$ cat src/inc/sfc_regs.svh
// Constants for the SSP link flow-control block: timing, limits, codes and
// header field positions. Assumes a 125 MHz dword clock.
`ifndef SFC_REGS_SVH
`define SFC_REGS_SVH
`define SFC_CLK_NS   8
`define SFC_MS_NS    1000000
`define SFC_MS_CYC   (`SFC_MS_NS / `SFC_CLK_NS)
`define SFC_TW       17
`define SFC_CRED_MAX 8'hff
`define SFC_LEN_MIN  9'h007
`define SFC_LEN_MAX  9'h107
`define SFC_FIFO_D   8
`define SFC_FT_DATA  8'h01
`define SFC_FT_XFER  8'h05
`define SFC_FT_CMD   8'h06
`define SFC_FT_RESP  8'h07
`define SFC_FT_TASK  8'h16
`define SFC_HB_FT    95
`define SFC_HB_DST   87
`define SFC_HB_SRC   55
`define SFC_HB_TLR   12
`define SFC_HB_RDF   10
`define SFC_HB_RTX   9
`define SFC_HB_CDP   8
`define SFC_HB_FILL  1
`endif

$ cat src/inc/sfc_pkg.sv
// Types shared by the SSP flow-control block and its helpers.
// Assumes sfc_regs.svh is on the include path.
`include "sfc_regs.svh"
package sfc_pkg;
	typedef enum logic [1:0] {
		SFC_ST_IDLE  = 2'h0,
		SFC_ST_OPEN  = 2'h1,
		SFC_ST_DRAIN = 2'h3
	} sfc_state_t;
	typedef enum logic [1:0] {
		SFC_DN_NORMAL = 2'h0,
		SFC_DN_CREDIT = 2'h1,
		SFC_DN_ACKNAK = 2'h2
	} sfc_done_t;
	typedef struct packed {
		logic rrdy;
		logic ack;
		logic nak;
		logic cblk;
		logic done;
	} sfc_rxp_t;
	typedef struct packed {
		logic      rrdy;
		logic      ack;
		logic      nak;
		logic      cblk;
		logic      done;
		sfc_done_t kind;
		logic      close;
		logic      brk;
	} sfc_txp_t;
	typedef struct packed {
		logic        fin;
		logic        err;
		logic [8:0]  len;
		logic [15:0] tag;
		logic [95:0] hdr;
	} sfc_rxf_t;
	typedef struct packed {
		logic [7:0]  ftype;
		logic [23:0] dst;
		logic [23:0] src;
		logic [1:0]  tlr;
		logic        rdf;
		logic        rtx;
		logic        cdp;
		logic [1:0]  fill;
	} sfc_hdr_t;
	typedef struct packed {
		logic [7:0]  ftype;
		logic [15:0] tag;
	} sfc_rxd_t;
	typedef struct packed {
		logic       delivered;
		logic       naked;
		logic       failed;
		logic [7:0] fail_cnt;
	} sfc_rep_t;
	function automatic logic sfc_is_il(input logic [7:0] ft);
		return ft == `SFC_FT_CMD || ft == `SFC_FT_TASK ||
			ft == `SFC_FT_XFER || ft == `SFC_FT_RESP;
	endfunction
endpackage

$ cat src/core/sfc_fifo.sv
// Synchronous FIFO with a registered output stage.
// Assumes one clock; the output stage adds one word beyond DEPTH.
`timescale 1ns/10ps
module sfc_fifo #(
	parameter int W = 24,
	parameter int D = 8
) (
	input  wire logic         clk,
	input  wire logic         rst,
	input  wire logic         in_valid,
	output logic              in_ready,
	input  wire logic [W-1:0] in_data,
	output logic              out_valid,
	input  wire logic         out_ready,
	output logic [W-1:0]      out_data,
	output logic [$clog2(D):0] free
);
	localparam int AW = $clog2(D);
	localparam int CW = AW + 1;
	typedef struct packed {
		logic [AW-1:0] wp;
		logic [AW-1:0] rp;
		logic [AW:0]   cnt;
		logic          ov;
		logic [W-1:0]  od;
	} sfc_fifo_st_t;
	sfc_fifo_st_t s, n;
	logic [W-1:0] mem [D];
	logic push, load;

	always_comb begin
		n = s;
		in_ready = s.cnt != CW'(D);
		push = in_valid && in_ready;
		load = s.cnt != '0 && (!s.ov || out_ready);
		if (push) begin
			n.wp = s.wp + AW'(1);
		end
		if (load) begin
			n.rp = s.rp + AW'(1);
			n.od = mem[s.rp];
			n.ov = 1'b1;
		end else if (out_ready) begin
			n.ov = 1'b0;
		end
		n.cnt = s.cnt + CW'(push) - CW'(load);
		free = CW'(D) - s.cnt;
	end

	always_ff @(posedge clk) begin
		if (push) begin
			mem[s.wp] <= in_data;
		end
	end

	always_ff @(posedge clk) begin
		if (rst) begin
			s <= '0;
		end else begin
			s <= n;
		end
	end

	assign out_valid = s.ov;
	assign out_data = s.od;
endmodule

$ cat src/core/sfc_hdr.sv
// Splits the first twelve bytes of an SSP frame header into fields.
// Byte 0 sits in the top eight bits of the input word.
`timescale 1ns/10ps
`include "sfc_regs.svh"
module sfc_hdr import sfc_pkg::*; (
	input  wire logic [95:0] hdr,
	output sfc_hdr_t         fld
);
	always_comb begin
		fld.ftype = hdr[`SFC_HB_FT -: 8];
		fld.dst   = hdr[`SFC_HB_DST -: 24];
		fld.src   = hdr[`SFC_HB_SRC -: 24];
		fld.tlr   = hdr[`SFC_HB_TLR -: 2];
		fld.rdf   = hdr[`SFC_HB_RDF];
		fld.rtx   = hdr[`SFC_HB_RTX];
		fld.cdp   = hdr[`SFC_HB_CDP];
		fld.fill  = hdr[`SFC_HB_FILL -: 2];
	end
endmodule

$ cat src/core/sfc_link.sv
// SSP link flow control: credit, frame interlock, DONE/CLOSE shutdown
// and the receive acknowledge path into an 8-word transport FIFO.
// Assumes primitive decode/encode and framing sit outside on the same clock.
`timescale 1ns/10ps
`include "sfc_regs.svh"
module sfc_link import sfc_pkg::*; #(
	parameter int unsigned MS_CYC = `SFC_MS_CYC
) (
	input  wire logic        clk,
	input  wire logic        rst,
	input  wire logic        is_init,
	input  wire logic        conn_open,
	input  wire logic        conn_break,
	input  wire logic        cb_req,
	input  wire logic        tx_req,
	input  wire logic        tx_idle,
	input  wire logic [95:0] tx_hdr,
	input  wire logic [15:0] tx_tag,
	input  wire sfc_rxp_t    rxp,
	input  wire sfc_rxf_t    rxf,
	input  wire logic        tl_ready,
	output logic             tx_go,
	output sfc_txp_t         txp,
	output sfc_rep_t         rep,
	output logic [7:0]       tx_credit,
	output logic             conn_active,
	output logic             tl_valid,
	output sfc_rxd_t         tl_data
);
	localparam logic [`SFC_TW-1:0] TMAX = `SFC_TW'(MS_CYC - 1);

	typedef struct packed {
		sfc_state_t          state;
		logic                act;
		logic [7:0]          credit;
		logic [7:0]          granted;
		logic                cb_sent;
		logic                peer_cb;
		logic [7:0]          unacked;
		logic                il_out;
		logic [15:0]         tag;
		logic                done_sent;
		logic                done_rcvd;
		logic [`SFC_TW-1:0]  cto;
		logic [`SFC_TW-1:0]  ato;
		logic [`SFC_TW-1:0]  dto;
		logic                tx_go;
		sfc_txp_t            txp;
		sfc_rep_t            rep;
	} sfc_st_t;

	sfc_st_t  s, n;
	sfc_hdr_t tx_fld;
	sfc_hdr_t rx_fld;
	sfc_rxd_t push_d;
	logic     tx_il, go, ackd, grant, len_ok, push, fifo_rdy, dn;
	logic [$clog2(`SFC_FIFO_D):0] fifo_free;

	sfc_hdr u_tx_hdr (
		.hdr (tx_hdr),
		.fld (tx_fld)
	);

	sfc_hdr u_rx_hdr (
		.hdr (rxf.hdr),
		.fld (rx_fld)
	);

	// The FIFO holds only frames that are answered with ACK, so the
	// transport side never sees a frame the link later rejects.
	sfc_fifo #(
		.W ($bits(sfc_rxd_t)),
		.D (`SFC_FIFO_D)
	) u_fifo (
		.clk       (clk),
		.rst       (rst),
		.in_valid  (push),
		.in_ready  (fifo_rdy),
		.in_data   (push_d),
		.out_valid (tl_valid),
		.out_ready (tl_ready),
		.out_data  (tl_data),
		.free      (fifo_free)
	);

	always_comb begin
		n = s;
		n.tx_go = 1'b0;
		n.txp = '0;
		n.rep = '0;
		tx_il = sfc_is_il(tx_fld.ftype);
		go = 1'b0;
		ackd = 1'b0;
		grant = 1'b0;
		len_ok = 1'b0;
		push = 1'b0;
		dn = 1'b0;
		push_d.ftype = rx_fld.ftype;
		push_d.tag = rxf.tag;
		case (s.state)
		SFC_ST_IDLE: begin
			if (conn_open) begin
				n = '0;
				n.state = SFC_ST_OPEN;
				n.act = 1'b1;
				n.credit = '0;
			end
		end
		SFC_ST_OPEN, SFC_ST_DRAIN: begin
			// Transmit ordering. A one-cycle gap after each grant lets
			// the source replace its request before it is looked at again.
			if (s.state == SFC_ST_OPEN && !s.done_sent && !s.tx_go &&
				tx_req && s.credit != '0) begin
				if (s.unacked == '0) begin
					go = 1'b1;
				end else if (!tx_il && !s.il_out && s.tag == tx_tag) begin
					go = 1'b1;
				end
			end
			if (go) begin
				n.tx_go = 1'b1;
				n.credit = s.credit - 8'h01;
				n.tag = tx_tag;
				n.il_out = s.il_out || tx_il;
			end
			if (rxp.rrdy && n.credit != `SFC_CRED_MAX) begin
				n.credit = n.credit + 8'h01;
			end

			// Answers to our own frames.
			ackd = (rxp.ack || rxp.nak) && s.unacked != '0;
			n.rep.delivered = rxp.ack && ackd;
			n.rep.naked = rxp.nak && ackd;
			n.unacked = s.unacked + {7'h00, go} - {7'h00, ackd};
			if (n.unacked == '0) begin
				n.il_out = 1'b0;
			end

			// Receive side runs regardless of any pending interlock.
			len_ok = rxf.len >= `SFC_LEN_MIN &&
				rxf.len <= `SFC_LEN_MAX;
			if (rxf.fin && len_ok) begin
				if (s.granted != '0) begin
					n.granted = s.granted - 8'h01;
				end
				if (rxf.err || !fifo_rdy) begin
					n.txp.nak = 1'b1;
				end else begin
					n.txp.ack = 1'b1;
					push = 1'b1;
				end
			end

			// Credit grant. Space is judged against the FIFO so a granted
			// frame can always be stored; a full buffer or a requested or sent
			// CREDIT_BLOCKED are the initiator's only reasons to hold back.
			if (!s.cb_sent && !cb_req && s.granted != `SFC_CRED_MAX &&
				8'(fifo_free) > s.granted) begin
				grant = is_init || !tx_req;
			end
			if (grant) begin
				n.txp.rrdy = 1'b1;
				n.granted = n.granted + 8'h01;
			end
			if (cb_req && !s.cb_sent) begin
				n.txp.cblk = 1'b1;
				n.cb_sent = 1'b1;
			end
			if (rxp.cblk) begin
				n.peer_cb = 1'b1;
			end
			if (rxp.done) begin
				n.done_rcvd = 1'b1;
			end

			// Timers saturate at their limit until the cause goes away.
			if (s.state == SFC_ST_OPEN && s.credit == '0 && tx_req &&
				!rxp.rrdy) begin
				n.cto = (s.cto == TMAX) ? s.cto : s.cto + `SFC_TW'(1);
			end else begin
				n.cto = '0;
			end
			if (s.unacked != '0 && !ackd) begin
				n.ato = (s.ato == TMAX) ? s.ato : s.ato + `SFC_TW'(1);
			end else begin
				n.ato = '0;
			end

			if (s.state == SFC_ST_OPEN && !go && !s.tx_go) begin
				if (tx_idle && !tx_req && s.unacked == '0) begin
					dn = 1'b1;
					n.txp.kind = SFC_DN_NORMAL;
				end else if (s.unacked != '0 && s.ato == TMAX) begin
					dn = 1'b1;
					n.txp.kind = SFC_DN_ACKNAK;
				end else if (s.credit == '0 && tx_req &&
					(s.cto == TMAX || s.peer_cb)) begin
					dn = 1'b1;
					n.txp.kind = SFC_DN_CREDIT;
				end
			end
			if (dn) begin
				n.txp.done = 1'b1;
				n.done_sent = 1'b1;
				n.state = SFC_ST_DRAIN;
				n.dto = '0;
			end

			if (s.state == SFC_ST_DRAIN) begin
				n.dto = (s.dto == TMAX) ? s.dto : s.dto + `SFC_TW'(1);
				if (s.done_rcvd) begin
					n.txp.close = 1'b1;
					n.state = SFC_ST_IDLE;
					n.act = 1'b0;
				end else if (s.dto == TMAX) begin
					// Covers the ACK/NAK timeout too: BREAK 1 ms after DONE.
					n.txp.brk = 1'b1;
					n.state = SFC_ST_IDLE;
					n.act = 1'b0;
				end
			end

			// Any frame still unanswered when the link drops is lost.
			if (conn_break || n.txp.brk) begin
				n.rep.failed = 1'b1;
				n.rep.fail_cnt = n.unacked;
				n.state = SFC_ST_IDLE;
				n.act = 1'b0;
				n.txp.close = 1'b0;
			end
		end
		default: begin
			n = '0;
		end
		endcase
	end

	always_ff @(posedge clk) begin
		if (rst) begin
			s <= '0;
		end else begin
			s <= n;
		end
	end

	assign tx_go = s.tx_go;
	assign txp = s.txp;
	assign rep = s.rep;
	assign tx_credit = s.credit;
	assign conn_active = s.act;
endmodule

$ cat config.mk
export PLATFORM = sky130hd
export DESIGN_NAME = sfc_link
export DESIGN_NICKNAME = d
export VERILOG_FILES = /design/src/inc/sfc_pkg.sv /design/src/core/sfc_fifo.sv /design/src/core/sfc_hdr.sv /design/src/core/sfc_link.sv
export VERILOG_INCLUDE_DIRS = /design/src /design/src/inc
export SDC_FILE = /design/constraint.sdc
export NUM_CORES = 1
export LEC_CHECK = 0
export BUFFER_PORTS_ARGS = -buffer_cell sky130_fd_sc_hd__buf_2
export CAP_MARGIN = 10
export CORE_ASPECT_RATIO = 1.4
export CORE_MARGIN = 2
export CORE_UTILIZATION = 55
export DETAILED_ROUTE_END_ITERATION = 10
export GPL_ROUTABILITY_DRIVEN = 0
export PLACE_DENSITY = 0.8
export SYNTH_ARGS = -nofsm -noshare
export SYNTH_HDL_FRONTEND = slang
export SYNTH_SLANG_ARGS = --single-unit
export TNS_END_PERCENT = 5
$ cat constraint.sdc
create_clock -name clk -period 6.87 [get_ports clk]
set_clock_uncertainty 0.15 [all_clocks]
set_input_delay 1.374 -clock clk [delete_from_list [all_inputs] [get_ports clk]]
set_output_delay 1.374 -clock clk [all_outputs]
set_load 0.005 [all_outputs]
# After elaboration in Yosys (flattened, before gate mapping)
# Memory sizes are Yosys's and may differ from the RTL's. A register that Yosys moved wholly into a read port is not among the register bits.
# Index checks and enable logic that the tools add are counted.
[op_classes]
add_sub_neg = 14
n_eq_ne = 26
reduce_logical = 71
magnitude_cmp = 3
mux = 62
[op_table]
columns = ["op", "n"]
rows = [
  ["$pmux 120 s2", 1],
  ["$mux 17", 8],
  ["$mux 120", 1],
  ["$mux 8", 7],
  ["$add 17x1->17 const B", 3],
  ["$eq 17x17->1 const B", 3],
  ["$mux 1", 33],
  ["$logic_and 1x1->1", 29],
  ["$eq 8x3->1 const B", 3],
  ["$logic_not 8->1", 3],
  ["$reduce_bool 8->1", 3],
  ["$ne 3x3->1 const B", 6],
  ["$add 8x1->8 const B", 2],
  ["$eq 16x16->1", 1],
  ["$ne 8x8->1 const B", 2],
  ["$reduce_and 2->1", 8],
  ["$sub 8x1->8 const B", 2],
  ["$mux 2", 7],
  ["$logic_not 1->1", 12],
  ["$mux 3", 4],
  ["$ne 2x2->1 const B", 6],
  ["$logic_or 1x1->1", 10],
  ["$ge 9x3->1 const B", 1],
  ["$le 9x9->1 const B", 1],
  ["other kinds (17)", 20],
]
[totals]
elab_cells = 208
mem_bits_rw = 192
regBits = 131
output_inout_bits = 55
memories = 1
input_bits = 249
[mem_list]
columns = ["name", "depth", "word_bits", "read_ports", "rd_clocked_by_memory_dff", "wr", "line", "source"]
rows = [
  ["u_fifo.mem", 8, 24, 1, 1, 1, "sfc_fifo.sv:28", "logic [W-1:0] mem [D];"],
]

# Longest topological paths before layout
[logic_depth]
ltp_word = 22
depth_mapped = 18
ltp_nobuf = 18

# Hierarchy
# From an unflattened synthesis, not the netlist that was laid out.
[unflattened]
cells_unflattened = 1506
area_unflattened_um2 = 16717.3
[modules_own_cells]
columns = ["mod", "cells_per_inst", "area_per_inst_um2", "n_inst", "seq_area_each_um2"]
rows = [
  ["sfc_fifo", 567, 9168.8, 1, 6466.2],
  ["sfc_link", 813, 6602.6, 1, 2402.3],
  ["sfc_hdr", 63, 473.0, 2, 0.0],
]

# Worst setup path before layout
# Ideal clock, no wire load.
[synth_timing]
path_type = "input to register"
startpoint = "in rxf[118] (netlist bit)"
endpoint = "mem u_fifo.mem[2][0] (enable)"
setup_ns = 0.475
arrival_ns = 5.288
setup_slack_ns = 0.958
required_ns = 6.245
path_stages = 6
n_path_buf = 1
path_cell_list = "or4_1 > o21ai_1 > o311a_1 > clkbuf_1 > nand3_1 > nor4b_1"
[synth_between]
elab_chain_cells = 8
word_cells_on_any_way = 9
cone_classes = "2 x order compare; 4 x mux; 3 x reduce/logical"
[synth_rtl]
columns = ["item", "line", "source"]
rows = [
  ["start: declaration", "sfc_link.sv:20", "input wire sfc_rxf_t rxf,"],
  ["$ge 9x3->1 (no source line) / $le 9x9->1 (equally long branches)", "--", ""],
  ["$logic_and 1x1->1 (no source line) (*)", "--", ""],
  ["$logic_and 1x1->1 (*)", "sfc_link.sv:142", "if (rxf.fin && len_ok) begin"],
  ["$mux 1 (*)", "sfc_link.sv:142", ""],
  ["$mux 1 (*)", "sfc_link.sv:100", "case (s.state)"],
  ["$logic_and 1x1->1 (*)", "sfc_fifo.sv:34", "push = in_valid && in_ready;"],
  ["$mux 1 (*)", "sfc_fifo.sv:51", "if (push) begin"],
  ["$mux 1 (not written as such) (*)", "sfc_fifo.sv:52", "mem[s.wp] <= in_data;"],
  ["end: declaration", "sfc_fifo.sv:28", ""],
]
# Mark *: on every way between the ends. The rest lies on a longest branch, timed or not.

# Worst setup path after layout
[layout_timing]
startpoint = "in tx_hdr[91]"
endpoint = "reg s[90] (netlist bit)"
[layout_between]
elab_chain_cells = 16
word_cells_on_any_way = 23
cone_classes = "2 x add/sub; 5 x eq/ne; 7 x mux; 9 x reduce/logical"
[layout_rtl]
columns = ["item", "line", "source"]
rows = [
  ["start: declaration", "sfc_link.sv:17", "input wire logic [95:0] tx_hdr,"],
  ["$eq 8x3->1 (no source line) / $eq 8x5->1 (equally long branches)", "--", ""],
  ["$logic_or 1x1->1 (no source line) (2 in series)", "--", ""],
  ["$logic_or 1x1->1 (no source line) (*)", "--", ""],
  ["$logic_not 1->1", "sfc_link.sv:116", "end else if (!tx_il && !s.il_out && s.tag == tx_tag) begin"],
  ["$logic_and 1x1->1 (2 in series)", "sfc_link.sv:116", ""],
  ["$mux 1", "sfc_link.sv:116", ""],
  ["$mux 1", "sfc_link.sv:114", "if (s.unacked == '0) begin"],
  ["$mux 1", "sfc_link.sv:112", "if (s.state == SFC_ST_OPEN && !s.done_sent && !s.tx_go &&"],
  ["$mux 1", "sfc_link.sv:100", ""],
  ["$add 8x1->8", "sfc_link.sv:134", "n.unacked = s.unacked + {7'h00, go} - {7'h00, ackd};"],
  ["$sub 8x1->8", "sfc_link.sv:134", ""],
  ["$logic_not 8->1", "sfc_link.sv:135", "if (n.unacked == '0) begin"],
  ["$mux 1 / $ne 3x3->1 (equally long branches)", "--", ""],
  ["$pmux 120 s2 / $reduce_and 2->1 (equally long branches)", "--", ""],
  ["end signal: assignment", "sfc_link.sv:242", "s <= n;"],
  ["end: declaration", "sfc_link.sv:52", "sfc_st_t s, n;"],
]
# Mark *: on every way between the ends. The rest lies on a longest branch, timed or not. The select of a mux whose other input is x is not followed.
# A chain may end at the register's enable or synchronous reset.

==> results by group <==
Run
  • Max capacitance violation total: 0

Clocking
  • Post-CTS Hold Buffers: 0
  • Cts bufs inserted: 31
  • # resized after CTS: 0
  • Clock latency on the worst-skew pair: 570 ps
  • Sinks on the clock net: ~350
  • Total setup buffers inserted after CTS: 0
  • Number of H-tree levels: 1
  • CTS max path bufs: 3
  • Cell chosen for the clock root: sky130_fd_sc_hd__clkbuf_16
  • CTS tree: built
  • Clock-pin slew reported for the worst setup and hold paths after clock tree synthesis: about 70 ps

Route
  • Via count of the routed design: 9,545
  • Final WL: 30,400 um
  • Iteration count of the initial detailed-routing pass: 5
  • Number of remaining DRC errors: 0
  • DR vias/cell: roughly 5.7
  • Number of nets still failing antenna checks after routing: 0
  • Wirelength per Cell: between 15 and 20 um
  • Starting DRT DRC Count: 620

Global route
  • First-pass GRT wire length: 48,200 um
  • Vias in the first global route: 9,565
  • Total congestion overflow: 0
  • Maximum number of pins on one net before global-route repair: 55
  • Gr usage total: 21.3%
  • Number of antenna violations at the first check in global routing: 3

Die
  • Die Area: 28,700 um2
  • Number of placed I/O pins: around 300
  • Horizontal extent of the die: around 140 um
  • Floorplan row count: 71
  • DIE HEIGHT: 200 um
  • Effective utilization at floorplan: 55.9%
  • Core box area: 26,900 um2

Worst hold path
  • Path type of the worst min-delay path: reg2reg
  • Number of stages on the worst hold path: 2
  • Hold Path Origin: s[98]
  • Hold-critical path endpoint: s[98]

Setup path
  • Slowest Stage Delay on Critical Path: 530 ps
  • CP delay by family, top: simple AND/OR/NAND/NOR gates
  • Capturing point of the worst reg2reg path: s[90]
  • Cells along the critical path: buf_2 -> or4b_1 -> o41ai_2 -> or3_4 -> o21ai_4 -> nand2_2 -> ha_1 -> inv_1 -> ha_1 -> a21o_1 -> a21oi_1 -> o21bai_1 -> a21oi_1 -> xnor2_1 -> nand4_1 -> nor2_1 -> a211oi_1
  • Worst path arrival time: 4870 ps
  • CP Capture Type: flip-flop
  • Worst setup path class: in2reg
  • Worst-path fanout max: 10
  • Minimum setup slack among reg-to-reg paths: 2760 ps
  • Crit Reg-Reg Startpoint: s[118]
  • Cell depth of the worst setup path: 17
  • Required arrival time at the worst endpoint: slightly above 7000 ps
  • Slowest cell on the critical path: sky130_fd_sc_hd__or4b_1
  • Worst Setup SP: tx_hdr[91]
  • Worst setup SP type: primary input
  • CP Buf/Inv Count: 2
  • Worst r2r path cells: 15

Timing
  • Clock period minus final worst setup slack: approximately 4600 ps
  • Final worst-path cycle share: 67.0%
  • Number of max-slew violations in the final report: 0
  • Number of endpoints with negative hold slack in the final report: 0
  • Worst Setup Slack, final: 2270 ps
  • Worst slew margin relative to its limit: 34.9%
  • Total Negative Setup Slacks: 0 ps
  • Top achievable clock speed: ~220 MHz
  • Final setup violation count: 0
  • Setup repair after global routing missed its margin: no
  • Transition time of the tightest slew-check pin: 976 ps

Power and ir drop
  • Worst IR drop on VDD: 0.000275 V
  • Total power divided by cell area: 348 nW/um2
  • Leakage power: 0.00595 uW

Synthesis
  • Fraction of synthesis flops using an asynchronous set or reset pin: 0%
  • EDFF count, synth: approximately 190
  • Top-area cell type share of the netlist area: 38.3%
  • Syn Inst Count: 1,216
  • Register bit count reported by yosys: 347
  • Count of cell types in the netlist: 73
  • Total nets after synthesis: 1,500
  • Top area cells in the synthesized netlist: sky130_fd_sc_hd__edfxtp_1, sky130_fd_sc_hd__dfxtp_1, sky130_fd_sc_hd__mux4_2
  • Combined area of all synthesized cells: ~15,000 um2
  • Average cell area after synthesis: between 10 and 15 um2
  • Most frequently used flop master after synthesis: sky130_fd_sc_hd__edfxtp_1
  • Warning count from the yosys run: 0
  • Cell type with the largest total area after synthesis: sky130_fd_sc_hd__edfxtp_1
  • Proportion of synthesized chip area in sequential cells: between 50% and 60%

Placed design
  • IO Port Bufs: roughly 130
  • Detailed Place HPWL: 19,000 um
  • Setup slack at placement: approximately 1700 ps

Layout
  • Core Util, Final: 62.3%
  • Layout-stage area growth over the synthesis result: 11.5%
  • Count of nets after finishing: 1,575
  • Proportion of layout cells with a drive suffix above 1: 20.5%

Status
  • Run status: finished clean
==> power breakdown <==
| group | switching [uW] | leakage (uW) | total, uW | internal [uW] |
|---|---|---|---|---|
| registers | 160 | 0.00299 | 2490 | 2330 |
| logic | 857 | 0.00248 | 1590 | 732 |
| clock network | 741 | 0.000485 | 1760 | 1020 |
| total | 1760 | 0.00595 | 5840 | 4080 |
==> layout make-up <==
class / count / area [um2]
Antenna cell: 2 / 5.00
Clock buffer: 38 / 802
Clock inverter: 20 / 233
Fill cell: 2008 / 10100
Inverter: 41 / 154
Multi-Input combinational cell: 726 / 5490
Sequential cell: 347 / 8870
Tap cell: 365 / 457
Timing Repair Buffer: 144 / 763
==> cell families (layout without fill, tap and decap cells) <==
logic type      Yosys count  in the layout  synth area share [%]
buf+inv                 143            243                  4.93
flops                   347            347                  58.9
compound gates          151            151                  6.54
mux                      81             81                  9.39
simple gates            376            376                  12.3
xor+xnor                 83             83                  4.83
fa+ha+maj                35             35                  3.01
other cells               0              2                     0
==> worst max-delay path by stage <==
stage | end | slack (ps)
finish | s[90] | 2270
global route | s[90] | 1990
CTS | s[90] | 2310
detailed placement | s[90] | 1710
global placement | s[90] | 1710
floorplan | u_fifo.mem[2][0] | 960
==> worst reg2reg max path, delay by kind of cell, from the launching register on <==
family,cells,cell delay [ps]
AND/OR/NAND/NOR,6,1330
adder cells (fa/ha/maj),3,940
flip-flops,1,750
AO/OA/AOI/OAI,4,640
XOR/XNOR,1,200
buffers and inverters,1,40
==> metrics by stage <==
stage | hold slack, ps | area [um2] | power [uW] | instances
5_1_grt | 337 | 16800 | 6150 | 1682
3_5_place_dp | 300 | 15700 | 4120 | 1622
3_3_place_gp | 290 | 15700 | 4080 | 1622
2_1_floorplan | 272 | 15000 | 3780 | 1216
6_report | 313 | 16800 | 5840 | 1683
4_1_cts | 317 | 16800 | 5890 | 1680
==> registers in the layout (all words and copies together) (netlist names) <==
name	count
conn_active	1
rep	11
txp	9
tx_credit	8
u_fifo.out_valid	1
u_fifo.s	10
tx_go	1
s	90
u_fifo.out_data	24
u_fifo.mem	192
==> cells in the mapped netlist (33+ instances only) <==
| master | number |
|---|---|
| sky130_fd_sc_hd__inv_1 | 41 |
| sky130_fd_sc_hd__xor2_1 | 44 |
| sky130_fd_sc_hd__mux4_2 | 48 |
| sky130_fd_sc_hd__buf_4 | 53 |
| sky130_fd_sc_hd__nand2_1 | 76 |
| sky130_fd_sc_hd__edfxtp_1 | 192 |
| sky130_fd_sc_hd__ha_1 | 33 |
| sky130_fd_sc_hd__nor2_1 | 132 |
| sky130_fd_sc_hd__clkbuf_1 | 39 |
| sky130_fd_sc_hd__a21oi_1 | 45 |
| sky130_fd_sc_hd__xnor2_1 | 39 |
| sky130_fd_sc_hd__dfxtp_1 | 155 |
==> layout by cell type (no fill, tap or decap), types with 39 or more instances in the layout <==
cell type and n:
sky130_fd_sc_hd__edfxtp_1 192, sky130_fd_sc_hd__dfxtp_1 153, sky130_fd_sc_hd__nor2_1 131, sky130_fd_sc_hd__buf_2 127, sky130_fd_sc_hd__nand2_1 76, sky130_fd_sc_hd__mux4_2 48, sky130_fd_sc_hd__a21oi_1 45, sky130_fd_sc_hd__xor2_1 44
sky130_fd_sc_hd__inv_1 41, sky130_fd_sc_hd__xnor2_1 39
==> routing by layer <==
metal	GRT usage, %	up-vias	wire length [um]
met4	7.88	2	977
met3	3.93	76	1820
met1	24.9	4652	11900
met5	0	-	13
met2	38.7	306	15700
li1	-	4509	-
Power figures use the tool's default switching activity.
